--- src/rtl/fms_pkg.sv ---
// constants and types for the failsafe and millisecond timers
// Notes on behaviour
// (RQ1) The failsafe count restarts at the start of every machine cycle.
// (RQ2) The failsafe timer expires after about 10 ms without an acknowledge.
// (RQ3) On expiry the failsafe timer drives its own acknowledge to the cpu.
// (RQ4) A disable input turns the failsafe off so cycles wait indefinitely.
// (RQ5) The ms timer runs on its own, apart from baud clock and failsafe.
// (RQ6) With slow select on, the ms output is low 0.7 ms in a 1.4 ms period.
// (RQ7) With slow select off, the ms output is low 1.0 ms in a 2.0 ms period.
// (RQ8) The ms timer reset input may be asserted at any moment.
// (RQ9) Without reset the ms timer free-runs as a symmetrical square wave.
// (RQ10) A real acknowledge cancels the timeout; own ack ends with the cycle.
// (RQ11) On reset release the ms timer starts again with its low phase.
package fms_pkg;
  localparam int CLK_MHZ          = 100;
  localparam int FAILSAFE_TIME_US = 10000;
  localparam int HALF_SLOW_US     = 700;
  localparam int HALF_NORM_US     = 1000;
  localparam int FAILSAFE_CYCLES  = FAILSAFE_TIME_US * CLK_MHZ;
  localparam int HALF_SLOW_CYCLES = HALF_SLOW_US * CLK_MHZ;
  localparam int HALF_NORM_CYCLES = HALF_NORM_US * CLK_MHZ;
  localparam int SYNC_BITS        = 5;
  localparam int SYNC_CYC         = 0;
  localparam int SYNC_ACK         = 1;
  localparam int SYNC_EN          = 2;
  localparam int SYNC_SLOW        = 3;
  localparam int SYNC_MSRST       = 4;

  typedef enum logic [1:0] {
    FMS_IDLE  = 2'b00,
    FMS_WAIT  = 2'b01,
    FMS_OWN   = 2'b11,
    FMS_DONE  = 2'b10
  } fms_state_t;
endpackage : fms_pkg

--- src/rtl/fms_ms_if.sv ---
// link between failsafe top and millisecond timer
`timescale 1ns/1ps
interface fms_ms_if;
  logic slow_sel;
  logic timer_reset;
  logic ms_out;
  modport ctl (output slow_sel, output timer_reset, input ms_out);
  modport tmr (input slow_sel, input timer_reset, output ms_out);
endinterface : fms_ms_if

--- src/rtl/fms_ms_timer.sv ---
// free-running millisecond square-wave timer
`timescale 1ns/1ps
module fms_ms_timer #(
  parameter int HALF_SLOW = fms_pkg::HALF_SLOW_CYCLES,
  parameter int HALF_NORM = fms_pkg::HALF_NORM_CYCLES
) (
  input  wire logic clk,
  input  wire logic rst_n,
  fms_ms_if.tmr     mif
);
  localparam int CW = $clog2(HALF_NORM + 1);

  logic [CW-1:0] cnt_reg;
  logic [CW-1:0] cnt_next;
  logic          out_reg;
  logic          out_next;
  logic [CW-1:0] half_m1;

  // slow select is read live; turning it on mid-phase ends the phase early, turning it off stretches the phase
  assign half_m1 = mif.slow_sel ? CW'(HALF_SLOW - 1) : CW'(HALF_NORM - 1);

  // no input from the failsafe side reaches this counter [RQ5]
  always_comb begin
    cnt_next = cnt_reg + 1'b1;
    out_next = out_reg;
    if (mif.timer_reset) begin
      cnt_next = '0; // [RQ8]
      out_next = 1'b0; // [RQ11]
    end else if (cnt_reg >= half_m1) begin
      cnt_next = '0;
      out_next = ~out_reg; // [RQ6] [RQ7] [RQ9]
    end
  end

  always_ff @(posedge clk or negedge rst_n) begin
    if (!rst_n) begin
      cnt_reg <= '0;
      out_reg <= 1'b0;
    end else begin
      cnt_reg <= cnt_next;
      out_reg <= out_next;
    end
  end

  assign mif.ms_out = out_reg;
endmodule : fms_ms_timer

--- src/rtl/fms_top.sv ---
// bus-cycle failsafe timer with millisecond reference timer
`timescale 1ns/1ps
module fms_top #(
  parameter int FAILSAFE_CNT = fms_pkg::FAILSAFE_CYCLES,
  parameter int HALF_SLOW    = fms_pkg::HALF_SLOW_CYCLES,
  parameter int HALF_NORM    = fms_pkg::HALF_NORM_CYCLES
) (
  input  wire logic MCLK,
  input  wire logic RST_N,
  input  wire logic CYCLE_ACTIVE,
  input  wire logic XFER_ACK_IN,
  input  wire logic FAILSAFE_EN,
  input  wire logic SLOW_SEL,
  input  wire logic MS_TIMER_RESET_IN,
  output wire logic FAILSAFE_ACK,
  output wire logic MS_TIMER_OUT
);
  localparam int FW = $clog2(FAILSAFE_CNT + 1);
  localparam logic [FW-1:0] LIM_M1 = FW'(FAILSAFE_CNT - 1);

  logic                           rst_meta_reg;
  logic                           rst_n_sync;
  logic [fms_pkg::SYNC_BITS-1:0]  meta_reg;
  logic [fms_pkg::SYNC_BITS-1:0]  sync_reg;
  logic                           cyc_d_reg;
  logic                           cyc_s;
  logic                           ack_s;
  logic                           en_s;
  logic                           start;
  fms_pkg::fms_state_t            state_reg;
  fms_pkg::fms_state_t            state_next;
  logic [FW-1:0]                  cnt_reg;
  logic [FW-1:0]                  cnt_next;

  always_ff @(posedge MCLK or negedge RST_N) begin
    if (!RST_N) begin
      rst_meta_reg <= 1'b0;
      rst_n_sync   <= 1'b0;
    end else begin
      rst_meta_reg <= 1'b1;
      rst_n_sync   <= rst_meta_reg;
    end
  end

  // every pin input except MCLK and RST_N crosses two flops before any logic sees it
  genvar gi;
  generate
    for (gi = 0; gi < fms_pkg::SYNC_BITS; gi++) begin : g_sync
      logic pin;
      always_comb begin
        case (gi)
          fms_pkg::SYNC_CYC:   pin = CYCLE_ACTIVE;
          fms_pkg::SYNC_ACK:   pin = XFER_ACK_IN;
          fms_pkg::SYNC_EN:    pin = FAILSAFE_EN;
          fms_pkg::SYNC_SLOW:  pin = SLOW_SEL;
          default:             pin = MS_TIMER_RESET_IN;
        endcase
      end
      always_ff @(posedge MCLK or negedge rst_n_sync) begin
        if (!rst_n_sync) begin
          meta_reg[gi] <= 1'b0;
          sync_reg[gi] <= 1'b0;
        end else begin
          meta_reg[gi] <= pin;
          sync_reg[gi] <= meta_reg[gi];
        end
      end
    end
  endgenerate

  assign cyc_s = sync_reg[fms_pkg::SYNC_CYC];
  assign ack_s = sync_reg[fms_pkg::SYNC_ACK];
  assign en_s  = sync_reg[fms_pkg::SYNC_EN];
  assign start = cyc_s & ~cyc_d_reg;

  always_comb begin
    state_next = state_reg;
    cnt_next   = cnt_reg;
    if (!en_s) begin
      state_next = fms_pkg::FMS_IDLE; // [RQ4]
      cnt_next   = '0;
    end else if (start) begin
      state_next = fms_pkg::FMS_WAIT; // [RQ1]
      cnt_next   = '0;
    end else begin
      case (state_reg)
        fms_pkg::FMS_WAIT: begin
          if (!cyc_s) begin
            state_next = fms_pkg::FMS_IDLE;
          end else if (ack_s) begin
            state_next = fms_pkg::FMS_DONE; // [RQ10]
          end else if (cnt_reg == LIM_M1) begin
            state_next = fms_pkg::FMS_OWN; // [RQ2]
          end else begin
            cnt_next = cnt_reg + 1'b1;
          end
        end
        fms_pkg::FMS_OWN, fms_pkg::FMS_DONE: begin
          if (!cyc_s) begin
            state_next = fms_pkg::FMS_IDLE; // [RQ10]
          end
        end
        default: state_next = fms_pkg::FMS_IDLE;
      endcase
    end
  end

  always_ff @(posedge MCLK or negedge rst_n_sync) begin
    if (!rst_n_sync) begin
      state_reg <= fms_pkg::FMS_IDLE;
      cnt_reg   <= '0;
      cyc_d_reg <= 1'b0;
    end else begin
      state_reg <= state_next;
      cnt_reg   <= cnt_next;
      cyc_d_reg <= cyc_s;
    end
  end

  // acknowledge held from expiry until the cycle closes
  assign FAILSAFE_ACK = (state_reg == fms_pkg::FMS_OWN); // [RQ3]

  fms_ms_if mif ();
  assign mif.slow_sel    = sync_reg[fms_pkg::SYNC_SLOW];
  assign mif.timer_reset = sync_reg[fms_pkg::SYNC_MSRST]; // [RQ8]
  assign MS_TIMER_OUT    = mif.ms_out;

  fms_ms_timer #(
    .HALF_SLOW (HALF_SLOW),
    .HALF_NORM (HALF_NORM)
  ) u_ms (
    .clk   (MCLK),
    .rst_n (rst_n_sync),
    .mif   (mif)
  );
endmodule : fms_top

--- config.mk ---
export PLATFORM = sky130hd
export DESIGN_NAME = fms_top
export DESIGN_NICKNAME = d
export VERILOG_FILES = /design/src/rtl/fms_pkg.sv /design/src/rtl/fms_ms_if.sv /design/src/rtl/fms_ms_timer.sv /design/src/rtl/fms_top.sv
export SDC_FILE = /design/constraint.sdc
export NUM_CORES = 1
export LEC_CHECK = 0
export BUFFER_PORTS_ARGS = -buffer_cell sky130_fd_sc_hd__buf_2
export CORE_ASPECT_RATIO = 1.4
export CORE_MARGIN = 2
export CORE_UTILIZATION = 45
export DETAILED_ROUTE_END_ITERATION = 12
export HOLD_SLACK_MARGIN = 0.08
export PLACE_DENSITY_LB_ADDON = 0.08
export SLEW_MARGIN = 25
export SYNTH_ARGS = -nofsm -noshare
export SYNTH_HDL_FRONTEND = slang
export SYNTH_HIERARCHICAL = 1
export SYNTH_SLANG_ARGS = --single-unit
--- constraint.sdc ---
create_clock -name MCLK -period 3.6 [get_ports MCLK]
set_input_delay 0.36 -clock MCLK [delete_from_list [all_inputs] [get_ports MCLK]]
set_output_delay 0.36 -clock MCLK [all_outputs]
set_load 0.03 [all_outputs]
==> flow_metrics.tcl, run 1 <==
set metrics [dict create \
    synth_edf_count 0 \
    powerDensity_nw_per_um2 352.5 \
    finalCriticalPeriod_ns 2.396 \
    syn_area_sq_um 2656 \
    finalCritPeriodShare_pct 66.55 \
    globalRouteMet1Util_pct 20.66 \
    synthArstFlopShare_pct 100.0 \
    first_global_vias 1960 \
    io-pin-count 9 \
    hold_viol 0 \
    ys_seq_elements 53 \
    finalSetupViolations 0 \
    rows 33 \
    core_sq_um 5781 \
    routed_wl_microns 4770 \
    drtIter0Drc 68 \
    status "finished clean" \
    slew_headroom_pct 61.28 \
    initial_core_util_pct 45.95 \
    drv_cap 0 \
    antenna_found_initial 0 \
    rsz0062_at_grt "no" \
    drt-vias-per-instance 5.664 \
    crit_path_end_kind "register" \
    antenna_cells 0 \
    worst_pin_slew_ns 0.5765 \
    synth_top_cell_by_area "dfrtp_1" \
    fin_nets 286 \
    final.setup.tns_ns 0 \
    yosysWarnings 6 \
    worstSetupStartpointType "register" \
    synthFlopType "dfrtp_1" \
    crit_fanout 17 \
    cts_resized 0 \
    gr-total-overflow 0 \
    first_pass_iters 4 \
    fin_worst_skew_ns 0.01195 \
    leakage_uw 0.001224 \
    largest_reg_flops 20 \
    nFillCells 543 \
    areaGrowthSynthToFinish_pct 6.877 \
    io_buffer_count 8 \
    clk_latency_ns 0.31 \
    ys_seq_area_share_pct 49.93 \
    syn-num-nets 277 \
    avgSynthCellArea_sq_um 10.26 \
    worstSetupPathType "reg -> reg" \
    hold_path.class "reg -> async" \
    clockBufferDepth 2 \
    grt_usage_pct 17.38 \
    h-tree-depth 2 \
    die-area_sq_um 6542 \
    dp_slack_ns 1.184 \
    crit_required_ns 3.80 \
    cts_made_buffers 5 \
    clock-sinks 53 \
    grt_use_met2_pct 30.29 \
    fp.dieH_microns 94.91 \
    place_congestion 0.7361 \
    wl_per_cell_microns 14.07 \
    final_max_slew_viol_count 0 \
    synthDominantCellAreaShare_pct 49.93 \
    fmaxAchievable_mhz 417.4 \
    syn_inst 259 \
    drive_gt1_share_pct 8.922 \
    cts_tree "yes" \
    finalWorstSetupSlack_ns 1.204 \
    drc 0 \
    synth_area_leaders "dfrtp_1 (50%), ha_1 (5.2%), a21oi_1 (3.4%)" \
    grt_max_degree 39 \
    clkTransAtPathRegs_ns 0.10 \
    via_count 1920 \
    cts_root_buffer "clkbuf_8" \
    postRouteAntennaNets 0 \
    synth_cell_types 45 \
    place_hpwl_microns 3424 \
    grt_util_met3_pct 2.980 \
    top_usage_layer "met2" \
    grt_pass1_wl_microns 8611 \
    ir_worst_vdd_uv 230.9 \
    critical_path_arrival_ns 2.59 \
    dieWidth_microns 68.94 \
]
==> what timing repair did <==
item | in CTS | in global routing
setup buffers | 0 | 0
hold buffers | 1 | 0
hold endpoints to repair | 2 | 0
==> final cells by class <==
type | count | area [sq um] | area share (%)
clock buffer | 6 | 72.57 | 2.556
clock inverter | 2 | 13.76 | 0.4848
inverter | 6 | 22.52 | 0.7933
multi-input combinational | 191 | 1250 | 44.03
sequential | 53 | 1328 | 46.76
tap | 70 | 87.58 | 3.085
timing repair buffer | 11 | 65.06 | 2.292
==> metrics by stage <==
step           utilization, %  total power (uW)  hold slack [ns]  area (sq um)  instances
6_report                49.11              1001           0.1494          2839        339
5_1_grt                 49.11              1054           0.1353          2839        339
4_1_cts                 49.11              1015           0.1426          2839        339
3_5_place_dp            47.45             681.1           0.1474          2743        330
3_3_place_gp            47.45             680.0           0.1457          2743        330
2_1_floorplan               -             665.2          0.06441          2656        259
==> where the power goes <==
part	total [uW]	switching [uW]	leakage, uW	internal [uW]
combinational	49.6	32.4	0.000474	17.1
sequential	619	11.2	0.000705	608
clock	332	193	0.0000456	139
total	1000	237	0.00122	764
==> path summary, 6_finish.rpt <==
path | start | to | slack (ns) | cells after the start
setup / recovery | mif.slow_sel | u_ms/mif.ms_out | 1.20 | 6
hold / removal | rst_n_sync | meta_reg[4] | 0.15 | 0
setup reg to reg | mif.slow_sel | u_ms/mif.ms_out | 1.20 | 6
hold reg to reg | rst_n_sync | meta_reg[4] | 0.15 | 0
max in group asynchronous | rst_n_sync | cnt_reg[14] | 2.66 | 1
min in group MCLK | MS_TIMER_RESET_IN | meta_reg[4] | 0.15 | 1
==> cells in the mapped netlist (2+ instances only) <==
| cell type | count |
|---|---|
| dfrtp_1 | 53 |
| nand2_1 | 21 |
| nor2_1 | 19 |
| a21oi_1 | 18 |
| nand3_1 | 14 |
| o21ai_0 | 14 |
| ha_1 | 11 |
| or3_1 | 11 |
| nand4_1 | 10 |
| xor2_1 | 8 |
| and3_1 | 7 |
| xnor2_1 | 7 |
| and4_1 | 6 |
| inv_1 | 6 |
| mux2i_1 | 5 |
| nand2b_1 | 5 |
| and2_1 | 4 |
| clkbuf_1 | 4 |
| o31ai_1 | 3 |
| a211o_1 | 2 |
| and2_0 | 2 |
| buf_4 | 2 |
| buf_6 | 2 |
| nor4_1 | 2 |
| o211ai_1 | 2 |
| or4_1 | 2 |
==> layer usage <==
metal	share of wire, %	wire length (microns)
met1	44	2083
met2	51	2449
met3	2.6	124
met4	2.4	113
met5	0	0
==> worst max-delay path, cell delays in order (launching register included) <==
cell and delay [ns]:
dfrtp_1 0.45, inv_1 0.13, ha_1 0.33, nand4b_1 0.13
a2111oi_0 0.37, a21o_1 0.54, mux2_4 0.34
==> cells in the final DEF (no fill, tap or decap), types with 2 or more instances in the layout <==
| master | synthesis | routed |
|---|---|---|
| dfrtp_1 | 53 | 52 |
| nand2_1 | 21 | 21 |
| nor2_1 | 19 | 19 |
| a21oi_1 | 18 | 18 |
| o21ai_0 | 14 | 14 |
| nand3_1 | 14 | 14 |
| or3_1 | 11 | 11 |
| ha_1 | 11 | 11 |
| nand4_1 | 10 | 10 |
| buf_2 | 1 | 8 |
| xor2_1 | 8 | 8 |
| and3_1 | 7 | 7 |
| xnor2_1 | 7 | 7 |
| and4_1 | 6 | 6 |
| inv_1 | 6 | 6 |
| nand2b_1 | 5 | 5 |
| mux2i_1 | 5 | 5 |
| clkbuf_8 | 0 | 5 |
| and2_1 | 4 | 4 |
| o31ai_1 | 3 | 3 |
| and2_0 | 2 | 2 |
| nor4_1 | 2 | 2 |
| o211ai_1 | 2 | 2 |
| or4_1 | 2 | 2 |
| buf_4 | 2 | 2 |
| a211o_1 | 2 | 2 |
==> cell families after synthesis <==
family          Yosys count  synth area share, %
fa+ha+maj                11                5.181
flops                    53                49.93
simple gates            110                23.36
compound gates           48                10.98
buf+inv                  15                3.014
mux                       6                2.449
xor+xnor                 15                4.946
other cells               1               0.1412
No activity file was read; power rests on OpenSTA's default activity.
==> run 2: changes to the inputs <==
clock period = 2.5 ns   (was 3.6 ns; I/O delays follow)
==> flow_metrics.tcl, run 2 (synthesis gave the netlist of run 1 again) <==
set metrics [dict create \
    ctsHoldBuffers 6 \
    final_max_slew_viol_count 0 \
    routed_wl_microns 4942 \
    worstSetupPathType "reg -> reg" \
    crit_path_end_kind "register" \
    drc 0 \
    finalCritPeriodShare_pct 87.48 \
    drive_gt1_share_pct 9.747 \
    antenna_found_initial 0 \
    fin_nets 294 \
    drtIter0Drc 60 \
    core_sq_um 5781 \
    instances_no_fill 347 \
    fin_worst_skew_ns 0.005707 \
    largest_reg_flops 20 \
    dieWidth_microns 68.94 \
    clk_latency_ns 0.30 \
    antenna_cells 0 \
    clock-sinks 53 \
    hold_viol 0 \
    worst_pin_slew_ns 0.6165 \
    powerDensity_nw_per_um2 498.2 \
    clkTransAtPathRegs_ns 0.10 \
    via_count 1931 \
    worstSetupStartpointType "register" \
    crit_fanout 7 \
    crit_required_ns 2.70 \
    io-pin-count 9 \
    cts_resized 0 \
    drt-vias-per-instance 5.565 \
    io_buffer_count 8 \
    first_global_vias 1886 \
    mostFrequentLayoutCells "dfrtp_1 (52), nand2_1 (21), nor2_1 (19)" \
    place_hpwl_microns 3656 \
    fp.dieH_microns 94.91 \
    leakage_uw 0.001250 \
    ir_worst_vdd_uv 235.9 \
    initial_core_util_pct 45.95 \
    place_inst 333 \
    clockBufferDepth 2 \
    grt_max_degree 22 \
    rsz0062_at_grt "no" \
    critical_path_arrival_ns 2.39 \
    cts_root_buffer "clkbuf_8" \
    gr-total-overflow 0 \
    cts_made_buffers 5 \
    first_pass_iters 4 \
    cts_tree "yes" \
    grt_usage_pct 17.57 \
    rr_worst_depth 6 \
    areaGrowthSynthToFinish_pct 9.656 \
    status "finished clean" \
    die-area_sq_um 6542 \
    hold_path.class "reg -> async" \
    place_congestion 0.7646 \
    h-tree-depth 2 \
    drv_cap 0 \
    grt_pass1_wl_microns 8638 \
    finalCriticalPeriod_ns 2.187 \
    rows 33 \
    finalSetupViolations 0 \
    utilization_pct 50.39 \
    postRouteAntennaNets 0 \
    wl_per_cell_microns 14.24 \
    post_cts_buffers 0 \
    fmaxAchievable_mhz 457.2 \
    final.setup.tns_ns 0 \
    slew_headroom_pct 58.59 \
    layout_commonest_cell "dfrtp_1" \
]
[run 2: cell count changes in the layout (fill, tap and decap cells not counted)]
cell / change
inv_6: -1
clkinvlp_4: +2
clkinv_2: -1
dlygate4sd3_1: +5
buf_4: +3
[run 2: layer usage]
metal / track usage, % / share of wire [%] / vias up
li1: - / - / 970
met1: 21.65 / 43 / 936
met2: 29.89 / 53 / 19
met3: 3.456 / 2.1 / 6
met4: 6.373 / 1.5 / 0
met5: 0 / 0 / -
[run 2: path summary, 6_finish.rpt]
check	slack (ns)	startpoint	to
hold reg to reg	0.17	rst_n_sync	meta_reg[0]
setup reg to reg	0.31	mif.slow_sel	u_ms/mif.ms_out
setup / recovery	0.31	mif.slow_sel	u_ms/mif.ms_out
max in group asynchronous	1.74	rst_n_sync	cnt_reg[10]
hold / removal	0.17	rst_n_sync	meta_reg[0]
min in group MCLK	0.36	meta_reg[4]	mif.timer_reset
[run 2: cell type report]
type	instances	area, sq um
clock inverters	2	15.01
multi-input cells	191	1250
clock buffers	6	72.57
flip-flops and latches	53	1328
inverters	6	22.52
fillers	556	2868
repair buffers	19	137.6
well taps	70	87.58
[run 2: critical path, stage by stage, from the launching register on]
cell,delay [ns]
dfrtp_1,0.45
inv_1,0.13
ha_1,0.33
nand4b_1,0.13
a2111oi_0,0.40
a21o_1,0.33
mux2_4,0.32
[run 2: through the flow]
stage	hold slack, ns	total power (uW)	area, sq um	setup WS, ns
global placement	0.03487	983.5	2765	0.3961
detailed placement	0.03709	984.1	2765	0.3061
global route	0.2096	1535	2913	0.1995
finish	0.1747	1451	2913	0.3129
CTS	0.1918	1483	2913	0.2992
floorplan	-0.04559	957.8	2656	0.5343
[run 2: power breakdown]
part	switching, uW	internal, uW
Combinational	47.1	31.6
Clock	282	198
Sequential	17.6	875
Total	347	1100
